`src/hdl/fi_defines.svh`:
```
// Register offsets, field positions, reset values and timing of the injector
`ifndef FI_DEFINES_SVH
`define FI_DEFINES_SVH
`define FI_CTRL_OFS 8'h00
`define FI_GROUP_OFS 8'h04
`define FI_ALT_OFS 8'h08
`define FI_LANE_OFS 8'h0c
`define FI_TRIG_OFS 8'h10
`define FI_STAT_OFS 8'h14
`define FI_CNT_OFS 8'h18
`define FI_MODE_LSB 0
`define FI_DEST_LSB 4
`define FI_ALARM_BIT 8
`define FI_SPD_LSB 9
`define FI_FEC_BIT 11
`define FI_EXP_LSB 12
`define FI_CTRL_MASK 32'h0000_7ff7
`define FI_CTRL_RST 32'h0000_2000
`define FI_GROUP_RST 16'h0001
`define FI_ALT_RST 16'h0001
`define FI_LANE_RST 32'hffff_ffff
`define FI_SEC_MS 1000
`define FI_SEC10_MS 10000
`define FI_CLK_KHZ 100000
`define FI_MS_CYC(ms) ((ms) * `FI_CLK_KHZ)
`define FI_RESP_OK 2'b00
`define FI_RESP_ERR 2'b10
`endif

```
`src/hdl/fi_pkg.sv`:
```
// Types shared by the fault injector modules
package fi_pkg;
  typedef enum logic [2:0] {
    FI_OFF = 3'h0, FI_MANUAL = 3'h1, FI_SEC1 = 3'h2, FI_SEC10 = 3'h3,
    FI_RATIO = 3'h4, FI_BURST = 3'h5, FI_ALT = 3'h6, FI_ALL = 3'h7
  } fi_mode_t;
  typedef enum logic [3:0] {
    FI_D_IFG = 4'h0, FI_D_FCS = 4'h1, FI_D_PRE = 4'h2, FI_D_IPCS = 4'h3,
    FI_D_FRAG = 4'h4, FI_D_L4CS = 4'h5, FI_D_PAT = 4'h6, FI_D_SEQ = 4'h7,
    FI_D_CV = 4'h8, FI_D_FEC = 4'h9, FI_D_BTYPE = 4'ha, FI_D_SYNC = 4'hb,
    FI_D_AM = 4'hc, FI_D_BIP = 4'hd
  } fi_dest_t;
  typedef enum logic [3:0] {
    FI_K_IDLE = 4'h0, FI_K_PRE = 4'h1, FI_K_DATA = 4'h2, FI_K_FCS = 4'h3,
    FI_K_IPCS = 4'h4, FI_K_IPFLG = 4'h5, FI_K_L4CS = 4'h6, FI_K_PAT = 4'h7,
    FI_K_SEQ = 4'h8, FI_K_CTRL = 4'h9, FI_K_AM = 4'ha, FI_K_FEC = 4'hb
  } fi_kind_t;
  typedef enum logic [1:0] {
    FI_1G = 2'h0, FI_10G = 2'h1, FI_25G = 2'h2, FI_100G = 2'h3
  } fi_speed_t;
  typedef struct packed {
    logic [63:0] data;
    logic [1:0]  sync;
    fi_kind_t    kind;
    logic [4:0]  lane;
    logic        sof;
  } fi_beat_t;
  typedef struct packed {
    fi_mode_t   mode;
    fi_dest_t   dest;
    logic       alarm;
    fi_speed_t  speed;
    logic       fec;
    logic [2:0] exp_n;
  } fi_cfg_t;
  typedef enum logic [1:0] {FI_BUS_IDLE = 2'b01, FI_BUS_RESP = 2'b10} fi_bus_t;
endpackage

```
`src/hdl/fi_sched.sv`:
```
// Insertion scheduler: turns mode events into a count of pending errors
`timescale 1ns/1ps
`default_nettype none
module fi_sched #(
  parameter int unsigned SEC_CYC   = 100,
  parameter int unsigned SEC10_CYC = 1000
) (
  // Clock and reset
  input  wire logic             clk,
  input  wire logic             rst,
  // Configuration
  input  wire fi_pkg::fi_mode_t mode,
  input  wire logic [2:0]       exp_n,
  input  wire logic [15:0]      group,
  input  wire logic [15:0]      alt_n,
  // Events
  input  wire logic             trig,
  input  wire logic             blk,
  input  wire logic             frm,
  input  wire logic             used,
  // Schedule
  output logic [16:0]           pend,
  output logic                  armed
);
  logic [31:0] tmr;
  logic [31:0] blk_cnt;
  logic [15:0] frm_cnt;
  logic [31:0] tlim;
  logic        fire;

  function automatic logic [31:0] pow10(input logic [2:0] n);
    pow10 = 32'h1;
    for (int i = 0; i < 7; i++)
      if (i < 32'(n)) pow10 = pow10 * 32'd10;
  endfunction

  assign tlim = (mode == fi_pkg::FI_SEC10) ? 32'(SEC10_CYC - 1) : 32'(SEC_CYC - 1);
  always_ff @(posedge clk or posedge rst) begin
    if (rst) tmr <= 32'h0;
    else if ((mode != fi_pkg::FI_SEC1 && mode != fi_pkg::FI_SEC10) || tmr >= tlim) tmr <= 32'h0;
    else tmr <= tmr + 32'h1;
  end
  always_ff @(posedge clk or posedge rst) begin
    if (rst) blk_cnt <= 32'h0;
    else if (mode != fi_pkg::FI_RATIO) blk_cnt <= 32'h0;
    else if (blk) blk_cnt <= (blk_cnt >= pow10(exp_n) - 32'h1) ? 32'h0 : blk_cnt + 32'h1;
  end
  always_ff @(posedge clk or posedge rst) begin
    if (rst) frm_cnt <= 16'h0;
    else if (mode != fi_pkg::FI_ALT) frm_cnt <= 16'h0;
    else if (frm) frm_cnt <= (frm_cnt + 16'h1 >= alt_n) ? 16'h0 : frm_cnt + 16'h1;
  end

  always_comb begin
    case (mode)
      fi_pkg::FI_MANUAL, fi_pkg::FI_BURST: fire = trig;
      fi_pkg::FI_SEC1, fi_pkg::FI_SEC10: fire = (tmr >= tlim);
      fi_pkg::FI_RATIO: fire = blk && (blk_cnt >= pow10(exp_n) - 32'h1);
      fi_pkg::FI_ALT: fire = frm && (frm_cnt + 16'h1 >= alt_n);
      default: fire = 1'b0;
    endcase
  end

  // A new group and a used error in one cycle both count
  always_ff @(posedge clk or posedge rst) begin
    if (rst) pend <= 17'h0;
    else if (mode == fi_pkg::FI_OFF || mode == fi_pkg::FI_ALL) pend <= 17'h0;
    else pend <= pend - {16'h0, used} + (fire ? {1'b0, group} : 17'h0);
  end
  assign armed = (pend != 17'h0) || (mode == fi_pkg::FI_ALL);
endmodule // fi_sched
`default_nettype wire

```
`src/hdl/fi_top.sv`:
```
// Ethernet transmit fault injector with AXI4-Lite control
// How it works
// - Mode off passes all traffic unchanged and inserts nothing.
// - Manual: each trigger inserts one group of errors, then stops.
// - Per-second burst: one group of errors every second.
// - Per-ten-second burst: one group of errors every ten seconds.
// - Ratio: one group per ten-to-the-n blocks, n below 2 taken as 2; trigger only shows status.
// - Selected alarm is held active for as long as it is selected.
// - Gap fault sends a frame behind a shortened inter-frame gap.
// - Frame check fault sends a frame with a wrong FCS.
// - Preamble fault alters the preamble, only at 10 Gbps or below.
// - IP checksum fault sends a wrong IPv4 header checksum.
// - Fragmentation fault sends IPv4 data marked as fragmented.
// - Transport checksum fault sends a wrong TCP or UDP checksum.
// - Test pattern fault flips payload pattern bits.
// - Sequence fault corrupts the pattern sequence number.
// - Coding violation: bad 64-bit block at 10G, TX_ER at 1G or below.
// - FEC symbol fault only with FEC on, for 25G and 100G.
// - PCS burst inserts exactly the configured count, then stops.
// - PCS rate inserts continuously at the ratio until mode changes.
// - PCS alternate repeats insertion once per configured frame count.
// - PCS all corrupts every transmitted frame.
// - PCS faults go only into lanes set in fault_lane_select.
// - PCS faults: bad block type, bad sync header, bad marker, bad BIP.
//
// Implementation choices: the placing of the registers and the AXI4-Lite slave port.
`include "fi_defines.svh"
`timescale 1ns/1ps
`default_nettype none
module fi_top #(
  parameter int unsigned SEC_CYC   = `FI_MS_CYC(`FI_SEC_MS),
  parameter int unsigned SEC10_CYC = `FI_MS_CYC(`FI_SEC10_MS),
  parameter int unsigned NUM_LANES = 20
) (
  // Clock and reset
  input  wire logic             clk,
  input  wire logic             rst,
  // AXI4-Lite write
  input  wire logic [7:0]       s_axi_awaddr,
  input  wire logic             s_axi_awvalid,
  output logic                  s_axi_awready,
  input  wire logic [31:0]      s_axi_wdata,
  input  wire logic [3:0]       s_axi_wstrb,
  input  wire logic             s_axi_wvalid,
  output logic                  s_axi_wready,
  output logic [1:0]            s_axi_bresp,
  output logic                  s_axi_bvalid,
  input  wire logic             s_axi_bready,
  // AXI4-Lite read
  input  wire logic [7:0]       s_axi_araddr,
  input  wire logic             s_axi_arvalid,
  output logic                  s_axi_arready,
  output logic [31:0]           s_axi_rdata,
  output logic [1:0]            s_axi_rresp,
  output logic                  s_axi_rvalid,
  input  wire logic             s_axi_rready,
  // Transmit stream in
  input  wire fi_pkg::fi_beat_t in_beat,
  input  wire logic             in_valid,
  // Transmit stream out
  output fi_pkg::fi_beat_t      out_beat,
  output logic                  out_valid,
  output logic                  tx_er,
  output logic                  alarm_active
);

  logic [31:0]      ctrl;
  logic [15:0]      group;
  logic [15:0]      alt_n;
  logic [31:0]      lane_sel;
  logic [31:0]      ins_cnt;
  logic             trig;
  fi_pkg::fi_cfg_t  cfg;
  logic [2:0]       exp_n;
  logic [16:0]      pend;
  logic             armed;
  fi_pkg::fi_beat_t nb;
  logic             hit;
  logic             drop;
  logic             er;
  logic             lane_ok;

  function automatic logic [31:0] merge(
    input logic [31:0] old,
    input logic [31:0] wd,
    input logic [3:0]  st
  );
    for (int i = 0; i < 4; i++)
      merge[8*i +: 8] = st[i] ? wd[8*i +: 8] : old[8*i +: 8];
  endfunction

  function automatic logic known(input logic [7:0] a);
    known = (a == `FI_CTRL_OFS) || (a == `FI_GROUP_OFS) || (a == `FI_ALT_OFS)
         || (a == `FI_LANE_OFS) || (a == `FI_TRIG_OFS) || (a == `FI_STAT_OFS)
         || (a == `FI_CNT_OFS);
  endfunction

  // Write channel capture

  fi_pkg::fi_bus_t wst;
  logic            aw_have;
  logic            w_have;
  logic [7:0]      aw_addr;
  logic [31:0]     w_data;
  logic [3:0]      w_strb;
  logic            aw_take;
  logic            w_take;
  logic            commit;
  logic            next_aw_have;
  logic            next_w_have;

  assign aw_take = s_axi_awvalid && s_axi_awready;
  assign w_take  = s_axi_wvalid && s_axi_wready;
  assign commit  = aw_have && w_have && (wst == fi_pkg::FI_BUS_IDLE);
  assign next_aw_have = aw_take || (aw_have && !commit);
  assign next_w_have  = w_take || (w_have && !commit);

  always_ff @(posedge clk or posedge rst) begin
    if (rst) begin
      aw_have       <= 1'b0;
      aw_addr       <= 8'h00;
      s_axi_awready <= 1'b0;
    end else begin
      aw_have       <= next_aw_have;
      s_axi_awready <= !next_aw_have;
      if (aw_take) aw_addr <= s_axi_awaddr;
    end
  end

  always_ff @(posedge clk or posedge rst) begin
    if (rst) begin
      w_have       <= 1'b0;
      w_data       <= 32'h0;
      w_strb       <= 4'h0;
      s_axi_wready <= 1'b0;
    end else begin
      w_have       <= next_w_have;
      s_axi_wready <= !next_w_have;
      if (w_take) begin
        w_data <= s_axi_wdata;
        w_strb <= s_axi_wstrb;
      end
    end
  end

  always_ff @(posedge clk or posedge rst) begin
    if (rst) begin
      wst          <= fi_pkg::FI_BUS_IDLE;
      s_axi_bvalid <= 1'b0;
      s_axi_bresp  <= `FI_RESP_OK;
    end else begin
      case (wst)
        fi_pkg::FI_BUS_IDLE: begin
          if (commit) begin
            wst          <= fi_pkg::FI_BUS_RESP;
            s_axi_bvalid <= 1'b1;
            s_axi_bresp  <= known(aw_addr) ? `FI_RESP_OK : `FI_RESP_ERR;
          end
        end
        fi_pkg::FI_BUS_RESP: begin
          if (s_axi_bready) begin
            wst          <= fi_pkg::FI_BUS_IDLE;
            s_axi_bvalid <= 1'b0;
          end
        end
        default: begin
          wst          <= fi_pkg::FI_BUS_IDLE;
          s_axi_bvalid <= 1'b0;
        end
      endcase
    end
  end

  // Configuration registers

  always_ff @(posedge clk or posedge rst) begin
    if (rst) begin
      ctrl     <= `FI_CTRL_RST;
      group    <= `FI_GROUP_RST;
      alt_n    <= `FI_ALT_RST;
      lane_sel <= `FI_LANE_RST & 32'((64'h1 << NUM_LANES) - 64'h1);
    end else if (commit) begin
      case (aw_addr)
        `FI_CTRL_OFS: ctrl <= merge(ctrl, w_data, w_strb) & `FI_CTRL_MASK;
        `FI_GROUP_OFS: group <= 16'(merge({16'h0, group}, w_data, w_strb));
        `FI_ALT_OFS: alt_n <= 16'(merge({16'h0, alt_n}, w_data, w_strb));
        `FI_LANE_OFS: lane_sel <= merge(lane_sel, w_data, w_strb)
                                  & 32'((64'h1 << NUM_LANES) - 64'h1);
        default: ;
      endcase
    end
  end

  // Trigger strobe; in ratio mode the scheduler ignores it
  always_ff @(posedge clk or posedge rst) begin
    if (rst) trig <= 1'b0;
    else trig <= commit && aw_addr == `FI_TRIG_OFS && w_strb[0] && w_data[0];
  end

  always_comb begin
    cfg.mode  = fi_pkg::fi_mode_t'(ctrl[`FI_MODE_LSB +: 3]);
    cfg.dest  = fi_pkg::fi_dest_t'(ctrl[`FI_DEST_LSB +: 4]);
    cfg.alarm = ctrl[`FI_ALARM_BIT];
    cfg.speed = fi_pkg::fi_speed_t'(ctrl[`FI_SPD_LSB +: 2]);
    cfg.fec   = ctrl[`FI_FEC_BIT];
    cfg.exp_n = ctrl[`FI_EXP_LSB +: 3];
    exp_n     = (cfg.exp_n < 3'd2) ? 3'd2 : cfg.exp_n;
  end

  // Read channel

  fi_pkg::fi_bus_t rst_st;
  logic [31:0]     rd_mux;
  logic            ar_take;

  assign ar_take = s_axi_arvalid && s_axi_arready;

  always_comb begin
    case (s_axi_araddr)
      `FI_CTRL_OFS: rd_mux = ctrl;
      `FI_GROUP_OFS: rd_mux = {16'h0, group};
      `FI_ALT_OFS: rd_mux = {16'h0, alt_n};
      `FI_LANE_OFS: rd_mux = lane_sel;
      `FI_STAT_OFS: rd_mux = {14'h0, alarm_active, armed, pend[15:0]};
      `FI_CNT_OFS: rd_mux = ins_cnt;
      default: rd_mux = 32'h0;
    endcase
  end

  always_ff @(posedge clk or posedge rst) begin
    if (rst) begin
      rst_st        <= fi_pkg::FI_BUS_IDLE;
      s_axi_arready <= 1'b0;
      s_axi_rvalid  <= 1'b0;
      s_axi_rdata   <= 32'h0;
      s_axi_rresp   <= `FI_RESP_OK;
    end else begin
      case (rst_st)
        fi_pkg::FI_BUS_IDLE: begin
          s_axi_arready <= !ar_take;
          if (ar_take) begin
            rst_st       <= fi_pkg::FI_BUS_RESP;
            s_axi_rvalid <= 1'b1;
            s_axi_rdata  <= rd_mux;
            s_axi_rresp  <= known(s_axi_araddr) ? `FI_RESP_OK : `FI_RESP_ERR;
          end
        end
        fi_pkg::FI_BUS_RESP: begin
          if (s_axi_rready) begin
            rst_st        <= fi_pkg::FI_BUS_IDLE;
            s_axi_rvalid  <= 1'b0;
            s_axi_arready <= 1'b1;
          end
        end
        default: begin
          rst_st        <= fi_pkg::FI_BUS_IDLE;
          s_axi_rvalid  <= 1'b0;
          s_axi_arready <= 1'b0;
        end
      endcase
    end
  end

  // Scheduler

  fi_sched #(
    .SEC_CYC   (SEC_CYC),
    .SEC10_CYC (SEC10_CYC)
  ) u_sched (
    .clk   (clk),
    .rst   (rst),
    .mode  (cfg.mode),
    .exp_n (exp_n),
    .group (group),
    .alt_n (alt_n),
    .trig  (trig),
    .blk   (in_valid),
    .frm   (in_valid && in_beat.sof),
    .used  (hit),
    .pend  (pend),
    .armed (armed)
  );

  // Corruption of the current beat

  assign lane_ok = lane_sel[in_beat.lane];

  always_comb begin
    nb   = in_beat;
    hit  = 1'b0;
    drop = 1'b0;
    er   = 1'b0;
    if (in_valid && armed && cfg.mode != fi_pkg::FI_OFF && !cfg.alarm) begin
      case (cfg.dest)
        fi_pkg::FI_D_IFG: if (in_beat.kind == fi_pkg::FI_K_IDLE) begin
          drop = 1'b1;
          hit  = 1'b1;
        end
        fi_pkg::FI_D_FCS: if (in_beat.kind == fi_pkg::FI_K_FCS) begin
          nb.data[31:0] = ~in_beat.data[31:0];
          hit           = 1'b1;
        end
        fi_pkg::FI_D_PRE: if (in_beat.kind == fi_pkg::FI_K_PRE
                              && cfg.speed <= fi_pkg::FI_10G) begin
          nb.data[15:8] = ~in_beat.data[15:8];
          hit           = 1'b1;
        end
        fi_pkg::FI_D_IPCS: if (in_beat.kind == fi_pkg::FI_K_IPCS) begin
          nb.data[15:0] = ~in_beat.data[15:0];
          hit           = 1'b1;
        end
        fi_pkg::FI_D_FRAG: if (in_beat.kind == fi_pkg::FI_K_IPFLG) begin
          nb.data[13] = 1'b1;
          hit         = 1'b1;
        end
        fi_pkg::FI_D_L4CS: if (in_beat.kind == fi_pkg::FI_K_L4CS) begin
          nb.data[15:0] = ~in_beat.data[15:0];
          hit           = 1'b1;
        end
        fi_pkg::FI_D_PAT: if (in_beat.kind == fi_pkg::FI_K_PAT) begin
          nb.data[0] = ~in_beat.data[0];
          hit        = 1'b1;
        end
        fi_pkg::FI_D_SEQ: if (in_beat.kind == fi_pkg::FI_K_SEQ) begin
          nb.data[0] = ~in_beat.data[0];
          hit        = 1'b1;
        end
        fi_pkg::FI_D_CV: if (in_beat.kind == fi_pkg::FI_K_DATA) begin
          if (cfg.speed == fi_pkg::FI_10G) begin
            nb.sync = 2'b00;
            hit     = 1'b1;
          end else if (cfg.speed == fi_pkg::FI_1G) begin
            er  = 1'b1;
            hit = 1'b1;
          end
        end
        fi_pkg::FI_D_FEC: if (in_beat.kind == fi_pkg::FI_K_FEC && cfg.fec
                              && cfg.speed >= fi_pkg::FI_25G) begin
          nb.data[9:0] = ~in_beat.data[9:0];
          hit          = 1'b1;
        end
        fi_pkg::FI_D_BTYPE: if (in_beat.kind == fi_pkg::FI_K_CTRL && lane_ok) begin
          nb.data[7:0] = 8'h00;
          hit          = 1'b1;
        end
        fi_pkg::FI_D_SYNC: if (in_beat.kind == fi_pkg::FI_K_DATA && lane_ok) begin
          nb.sync = 2'b11;
          hit     = 1'b1;
        end
        fi_pkg::FI_D_AM: if (in_beat.kind == fi_pkg::FI_K_AM && lane_ok) begin
          nb.data[23:0] = ~in_beat.data[23:0];
          hit           = 1'b1;
        end
        fi_pkg::FI_D_BIP: if (in_beat.kind == fi_pkg::FI_K_AM && lane_ok) begin
          nb.data[31:24] = ~in_beat.data[31:24];
          hit            = 1'b1;
        end
        default: ;
      endcase
    end
  end

  // Output stage

  always_ff @(posedge clk or posedge rst) begin
    if (rst) begin
      out_beat  <= '0;
      out_valid <= 1'b0;
      tx_er     <= 1'b0;
    end else begin
      out_beat  <= nb;
      out_valid <= in_valid && !drop;
      tx_er     <= er;
    end
  end

  always_ff @(posedge clk or posedge rst) begin
    if (rst) alarm_active <= 1'b0;
    else alarm_active <= cfg.alarm;
  end

  always_ff @(posedge clk or posedge rst) begin
    if (rst) ins_cnt <= 32'h0;
    else if (hit) ins_cnt <= ins_cnt + 32'h1;
  end
endmodule // fi_top
`default_nettype wire
```
`config.mk`:
```
export PLATFORM = sky130hd
export DESIGN_NAME = fi_top
export DESIGN_NICKNAME = d
export VERILOG_FILES = /design/src/hdl/fi_pkg.sv /design/src/hdl/fi_sched.sv /design/src/hdl/fi_top.sv
export VERILOG_INCLUDE_DIRS = /design/src /design/src/hdl
export SDC_FILE = /design/constraint.sdc
export NUM_CORES = 1
export LEC_CHECK = 0
export BUFFER_PORTS_ARGS = -buffer_cell sky130_fd_sc_hd__buf_4
export CELL_PAD_IN_SITES_DETAIL_PLACEMENT = 0
export CELL_PAD_IN_SITES_GLOBAL_PLACEMENT = 1
export CORE_MARGIN = 2
export CORE_UTILIZATION = 50
export CTS_CLUSTER_DIAMETER = 100
export CTS_CLUSTER_SIZE = 20
export DETAILED_ROUTE_END_ITERATION = 6
export GPL_ROUTABILITY_DRIVEN = 0
export PLACE_DENSITY = 0.92
export SKIP_CTS_REPAIR_TIMING = 1
export SLEW_MARGIN = 20
export SYNTH_ARGS = -nofsm -noshare
export SYNTH_HDL_FRONTEND = slang
export SYNTH_HIERARCHICAL = 1
export SYNTH_SLANG_ARGS = --single-unit
export TNS_END_PERCENT = 50
```
`constraint.sdc`:
```
create_clock -name clk -period 36.4 [get_ports clk]
set_input_delay 1.82 -clock clk [delete_from_list [all_inputs] [get_ports clk]]
set_output_delay 1.82 -clock clk [all_outputs]
set_load 0.02 [all_outputs]
```
======== After elaboration in Yosys (flattened, before gate mapping) ========
Cells that the tools add are included.
operators by class
  multiply operators ...................... 12
  add/subtract/negate cells ............... 8
  eq/ne operators ......................... 56
  reductions and logical operators ........ 73
  bitwise gates (word level) .............. 7
  multiplexer cells ....................... 112
  $lt $le $gt $ge ......................... 15
operator list
  operator                                                               count
  32-bit 2-to-1 mux                                                      38
  32-bit by 3-bit multiplier with 31-bit output, second input constant   12
  32-bit case mux with 6 select lines                                    1
  32-bit by 1-bit adder with 32-bit output, second input constant        3
  32-bit greater-or-equal comparator                                     3
  16-bit 2-to-1 mux                                                      6
  32-bit by 1-bit subtractor with 32-bit output, second input constant   2
  8-bit by 5-bit equality test with 1-bit output, second input constant  6
  7-bit case mux with 6 select lines                                     1
  4-bit equality test, second input constant                             10
  34-bit 2-to-1 mux                                                      1
  4-bit by 3-bit equality test with 1-bit output, second input constant  8
  8-bit by 4-bit equality test with 1-bit output, second input constant  4
  32-bit inverter                                                        1
  8-bit case mux with 2 select lines                                     2
  1-bit 2-to-1 mux                                                       31
  30-bit 2-to-1 mux                                                      1
  3-bit AND reduction                                                    9
  1-bit logical AND                                                      24
  24-bit 2-to-1 mux                                                      1
  8-bit 2-to-1 mux                                                       3
  24-bit inverter                                                        1
  2-bit 2-to-1 mux                                                       9
  17-bit adder                                                           1
  50 further kinds                                                       105
storage, ports and cells
  input bits .............................. 136
  word-level logic and storage cells ...... 321
  output and inout bits ................... 120
  register bits ........................... 353

======== Logic depth before layout (Yosys ltp) ========
  depth in word-level cells ............... 35
  mapped depth ............................ 70

======== Hierarchy ========
Netlist, hierarchy kept.
modules (own cells, without submodules)
  module    area each (sq um)  times used  sequential area each (sq um)  cells an instance
  fi_sched  11785.1            1           2427.3                        1463
  fi_top    10710.3            1           6337.3                        861

======== Least setup slack after synthesis ========
Ideal clock, no wire load.
  path type ............................... flip-flop to flip-flop
  start point ............................. register ctrl[13]
  end point ............................... register u_sched.pend[16]
  path buffers ............................ 6
  required time ........................... 36.272 ns
  stages on the path, launching flop included .. 66
  path slack .............................. 23.435 ns
  data arrival time ....................... 12.837 ns
  cells stage by stage .................... dfstp_2 -> nand2b_1 -> buf_2 -> buf_2 -> a21oi_1 -> ha_1 -> ha_1 -> o21a_1 -> nor2_1 -> nor2_1 -> a21oi_1 -> xnor2_1 -> and2_1 -> ha_1 -> ha_1 -> and2_1 -> a311o_1 -> xnor2_1 -> [30 not listed] -> o21ai_0 -> nand3_1 -> clkbuf_1 -> nand2_1 -> ha_1 -> inv_1 -> ha_1 -> fa_1 -> a21o_1 -> a21o_1 -> a21oi_1 -> o21ai_0 -> a211oi_1 -> o21bai_1 -> a21o_1 -> a31oi_1 -> xnor2_1 -> nor2_1
between the ends
  longest elaborated chain between the ends .. 30
ends and longest elaborated chain
  item                                                   line            RTL
  from (decl)                                            fi_top.sv:67    logic [31:0] ctrl;
  from (signal assigned)                                 fi_top.sv:178   ctrl <= `FI_CTRL_RST;
  from (signal assigned)                                 fi_top.sv:184   `FI_CTRL_OFS: ctrl <= merge(ctrl, w_data, w_strb) & `FI_CTRL_MASK;
  3-bit by 2-bit less-than comparator with 1-bit output  fi_top.sv:207   exp_n = (cfg.exp_n < 3'd2) ? 3'd2 : cfg.exp_n;
  3-bit 2-to-1 mux *                                     fi_top.sv:207
  net exp_n[1]                                           fi_top.sv:74    logic [2:0] exp_n;
  1-bit by 3-bit less-than comparator with 1-bit output  fi_sched.sv:34  if (i < 32'(n)) pow10 = pow10 * 32'd10;
  4-bit 2-to-1 mux                                       fi_sched.sv:34
  32-bit 2-to-1 mux                                      fi_sched.sv:55  case (mode)
  32-bit by 3-bit multiplier with 31-bit output          fi_sched.sv:34
  32-bit 2-to-1 mux                                      fi_sched.sv:34
  [15 not listed]                                        -
  32-bit 2-to-1 mux *                                    fi_sched.sv:55
  32-bit by 1-bit subtractor with 32-bit output *        fi_sched.sv:58  fi_pkg::FI_RATIO: fire = blk && (blk_cnt >= pow10(exp_n) - 32'h1);
  32-bit greater-or-equal comparator *                   fi_sched.sv:58
  1-bit logical AND *                                    fi_sched.sv:58
  1-bit case mux with 4 select lines *                   fi_sched.sv:55
  16-bit 2-to-1 mux *                                    fi_sched.sv:68  else pend <= pend - {16'h0, used} + (fire ? {1'b0, group} : 17'h0);
  17-bit adder *                                         fi_sched.sv:68
  17-bit 2-to-1 mux *                                    fi_sched.sv:67  else if (mode == fi_pkg::FI_OFF || mode == fi_pkg::FI_ALL) pend <= 17'h0;
  to (signal assigned)                                   fi_sched.sv:68
  to (decl)                                              fi_sched.sv:22  output logic [16:0] pend,
Mark *: on every way through the listed nets, which the timed path passes. The rest lies on a longest branch. The select of a mux whose other input is x is not followed.
A chain may end at the register's enable or synchronous reset.

======== Worst setup path in the final report ========
  start point ............................. register ctrl[14]
  end point ............................... register u_sched.pend[16]
between the ends
  longest elaborated chain between the ends .. 30
ends and longest elaborated chain
  item                                                     line
  3-bit by 2-bit less-than comparator with 1-bit output *  fi_top.sv:207
  3-bit 2-to-1 mux *                                       fi_top.sv:207
  net exp_n[0]                                             fi_top.sv:74
  1-bit by 3-bit less-than comparator with 1-bit output    fi_sched.sv:34
  4-bit 2-to-1 mux                                         fi_sched.sv:34
  32-bit 2-to-1 mux                                        fi_sched.sv:55
  32-bit by 3-bit multiplier with 31-bit output            fi_sched.sv:34
  32-bit 2-to-1 mux                                        fi_sched.sv:34
  [15 not listed]                                          -
  32-bit 2-to-1 mux *                                      fi_sched.sv:55
  32-bit by 1-bit subtractor with 32-bit output *          fi_sched.sv:58
  32-bit greater-or-equal comparator *                     fi_sched.sv:58
  1-bit logical AND *                                      fi_sched.sv:58
  1-bit case mux with 4 select lines *                     fi_sched.sv:55
  16-bit 2-to-1 mux *                                      fi_sched.sv:68
  17-bit adder *                                           fi_sched.sv:68
  17-bit 2-to-1 mux *                                      fi_sched.sv:67
Marks and branches as above.

==> reports/results.txt <==
outcome -> finished, final reports clean
fin crit share -> 0.426
Initial Util -> 0.508
clock network power share -> 0.273
Worst slew margin -> 0.312
clk buf depth -> 3
first-pass GRT wire length -> 93.6 mm
Hold Fails Final Rpt -> 0
CTS Buf Count -> 22
placed cells -> 3,094
CTS sink count -> 349
reg2reg path depth -> 64
Reg power frac -> 0.488
Vias -> 18,300
Die W -> 216 um
most frequent cells in the layout -> dfrtp_1, buf_4, nand2_1
Slew @ Worst Pin -> 1.03 ns
DP Wirelength -> 43.7 mm
Die Area -> 0.0467 mm2
RSZ-0062 raised after global routing -> no
H-tree Lvls -> 1
post-synthesis sequential area ratio -> 0.390
Initial DRC Count -> 1,238
area grow syn2layout -> 13.5%
Most common cell on crit path -> ha_1
CTS root buf -> clkbuf_16
IO Port Bufs -> 240
EDFF count, synth -> 0
logic gate share of total power -> 0.240
WP data arrival -> 15.96 ns
critical path startpoint category -> flip-flop
total power -> 958 uW
R2R setup slack -> 20.89 ns
max-cap check violation count -> 0
final wirelength -> 57.4 mm
DRT Pass-1 Iters -> 5
max-slew violation count -> 0
Avg Vias per Cell -> 5.86
FF-to-FF Start -> ctrl[14]$_DFFE_PP0P_
prevailing post-synth register cell -> dfrtp_1
asr flop ratio synth -> 1.00
worst vdd ir -> 0.0488 mV
Int Pwr -> 645 uW
Switching Fraction -> 0.327
DR DRC count -> 0
worst path required time -> 36.86 ns
count of non-filler cells in the finished layout -> 3,130
PD cells -> 37.5 mW/mm2
initial antenna violation count -> 1
min-delay src -> u_sched/frm_cnt[14]$_DFFE_PP0P_
CP max stage delay -> 0.59 ns
CP Capture Type -> flip-flop
commonest non-fill, non-tap cell in the layout -> dfrtp_1
Cells on Worst Hold Path -> 2
crit path time final -> 15.51 ns
Synth Warn # -> 6
Yosys reg bits -> 349
Ports -> 256
cells after synthesis -> 2,324
R2R Path End -> u_sched/pend[16]$_DFF_PP0_
vias in the first global route -> 18,300
CP max stage cell -> nand3_1
GR Overflow Total -> 0
CTS tree -> done
crit path kind -> reg2reg
total net switching power -> 313 uW
Mean Syn Cell Area -> 9.68 um2
final setup fails -> 0
core area -> 0.0443 mm2
layout cells sized above 1 -> 0.183
CP max FO -> 53
clk slew on worst S/H paths -> 0.09 ns
Netlist Area Pre-Place -> 0.0225 mm2
largest net degree at the start of global routing -> 109
Worst Hold Class -> reg2reg
Avg WL per Cell -> 18.3 um
Sum Neg Setup Slack -> 0 ns
Total GRT Usage -> 0.243
antenna viol nets, final -> 0
clk_lat worst skew -> 0.58 ns
Layout Skew -> 0.0403 ns
post-synth cell types -> 103
Layout Nets -> 2,877
die height -> 216 um
leakage -> 0.0122 uW
Worst Hold Path EP -> u_sched/frm_cnt[14]$_DFFE_PP0P_
# rows -> 77
FMAX -> 0.0645 GHz
## critical path, delay by kind of cell, from the launching register on
family,cells,cell delay [ns]
buf+inv,7,1.17
xor+xnor,4,0.68
simple gates,13,2.40
fa+ha+maj,12,3.76
flops,1,0.36
compound gates,28,6.91
## through the flow
| step | hold slack (ns) | cell area (um2) | utilization | setup WS, ns |
|---|---|---|---|---|
| finish | 0.480 | 25500 | 0.576 | 20.89 |
| global route | 0.503 | 25500 | 0.576 | 19.64 |
| CTS | 0.485 | 25500 | 0.576 | 21.00 |
| detailed placement | 0.463 | 24900 | 0.561 | 21.06 |
| global placement | 0.458 | 24900 | 0.561 | 21.19 |
| floorplan | 0.404 | 22500 | - | 23.44 |
## kinds of logic after synthesis
| family | share of synthesized area |
|---|---|
| multiplexers | 0.0654 |
| flip-flops | 0.390 |
| AO/OA/AOI/OAI | 0.154 |
| AND/OR/NAND/NOR | 0.168 |
| buffers and inverters | 0.0364 |
| XOR/XNOR | 0.0654 |
| adder cells (fa/ha/maj) | 0.121 |
| other | 0.000501 |
## cell usage after synthesis (9+ instances only)
cell | n | area [um2]
a31oi_1 | 43 | 269
xor2_1 | 82 | 718
dfstp_2 | 25 | 657
mux2_2 | 103 | 1160
xnor2_1 | 86 | 753
a211oi_1 | 12 | 90.1
clkbuf_1 | 56 | 210
a22oi_1 | 50 | 375
and2_1 | 22 | 138
and3_1 | 34 | 213
a21o_1 | 70 | 526
ha_1 | 211 | 2640
nor2_1 | 171 | 642
nor3b_1 | 9 | 67.6
nand2_1 | 221 | 830
nand2b_1 | 34 | 213
nor4_1 | 11 | 68.8
nor2b_1 | 26 | 163
nand4_1 | 39 | 244
inv_1 | 121 | 454
o21ai_0 | 95 | 475
nand3_1 | 81 | 405
mux2i_1 | 19 | 190
buf_2 | 18 | 90.1
buf_1 | 10 | 37.5
o21a_1 | 20 | 150
a21oi_1 | 80 | 400
nor3_1 | 49 | 245
dfrtp_1 | 324 | 8110
## state kept, by name, summed over array words and instances, names as in the netlist, 17 cells and up
name and cells:
lane_sel 20, u_sched/pend 17, u_sched/blk_cnt 32, ins_cnt 32, u_sched/tmr 32, out_beat 76, s_axi_rdata 32, w_data 20
## how the worst max path moves through the flow
stage,startpoint,to,cells past startpoint
finish,ctrl[14]$_DFFE_PP0P_,u_sched/pend[16]$_DFF_PP0_,64
global route,ctrl[14]$_DFFE_PP0P_,u_sched/pend[16]$_DFF_PP0_,64
CTS,ctrl[14]$_DFFE_PP0P_,u_sched/pend[16]$_DFF_PP0_,64
detailed placement,ctrl[14]$_DFFE_PP0P_,u_sched/pend[16]$_DFF_PP0_,64
global placement,ctrl[14]$_DFFE_PP0P_,u_sched/pend[16]$_DFF_PP0_,64
floorplan,ctrl[13]$_DFFE_PP1P_,u_sched/pend[16]$_DFF_PP0_,65
## power by group through the flow
stage               registers [uW]  logic [uW]  clock network (uW)
detailed placement             474         229                   0
finish                         467         230                 261
global placement               471         221                   0
global route                   472         255                 284
CTS                            466         230                 270
floorplan                      463         155                   0
## final cells by class
class | instances | area (um2)
clock inverter | 5 | 91.3
multi-input combinational | 1774 | 13000
clock buffer | 30 | 581
antenna | 1 | 2.50
inverter | 121 | 464
fill | 3879 | 18800
tap | 592 | 741
timing repair buffer | 258 | 1940
sequential | 349 | 8760
## per-layer routing
layer	GRT usage	part of all wire
met5	0	0
met3	0.0248	0.049
met4	0.0838	0.033
met1	0.308	0.42
met2	0.433	0.50
No activity file was read; power rests on OpenSTA's default activity.
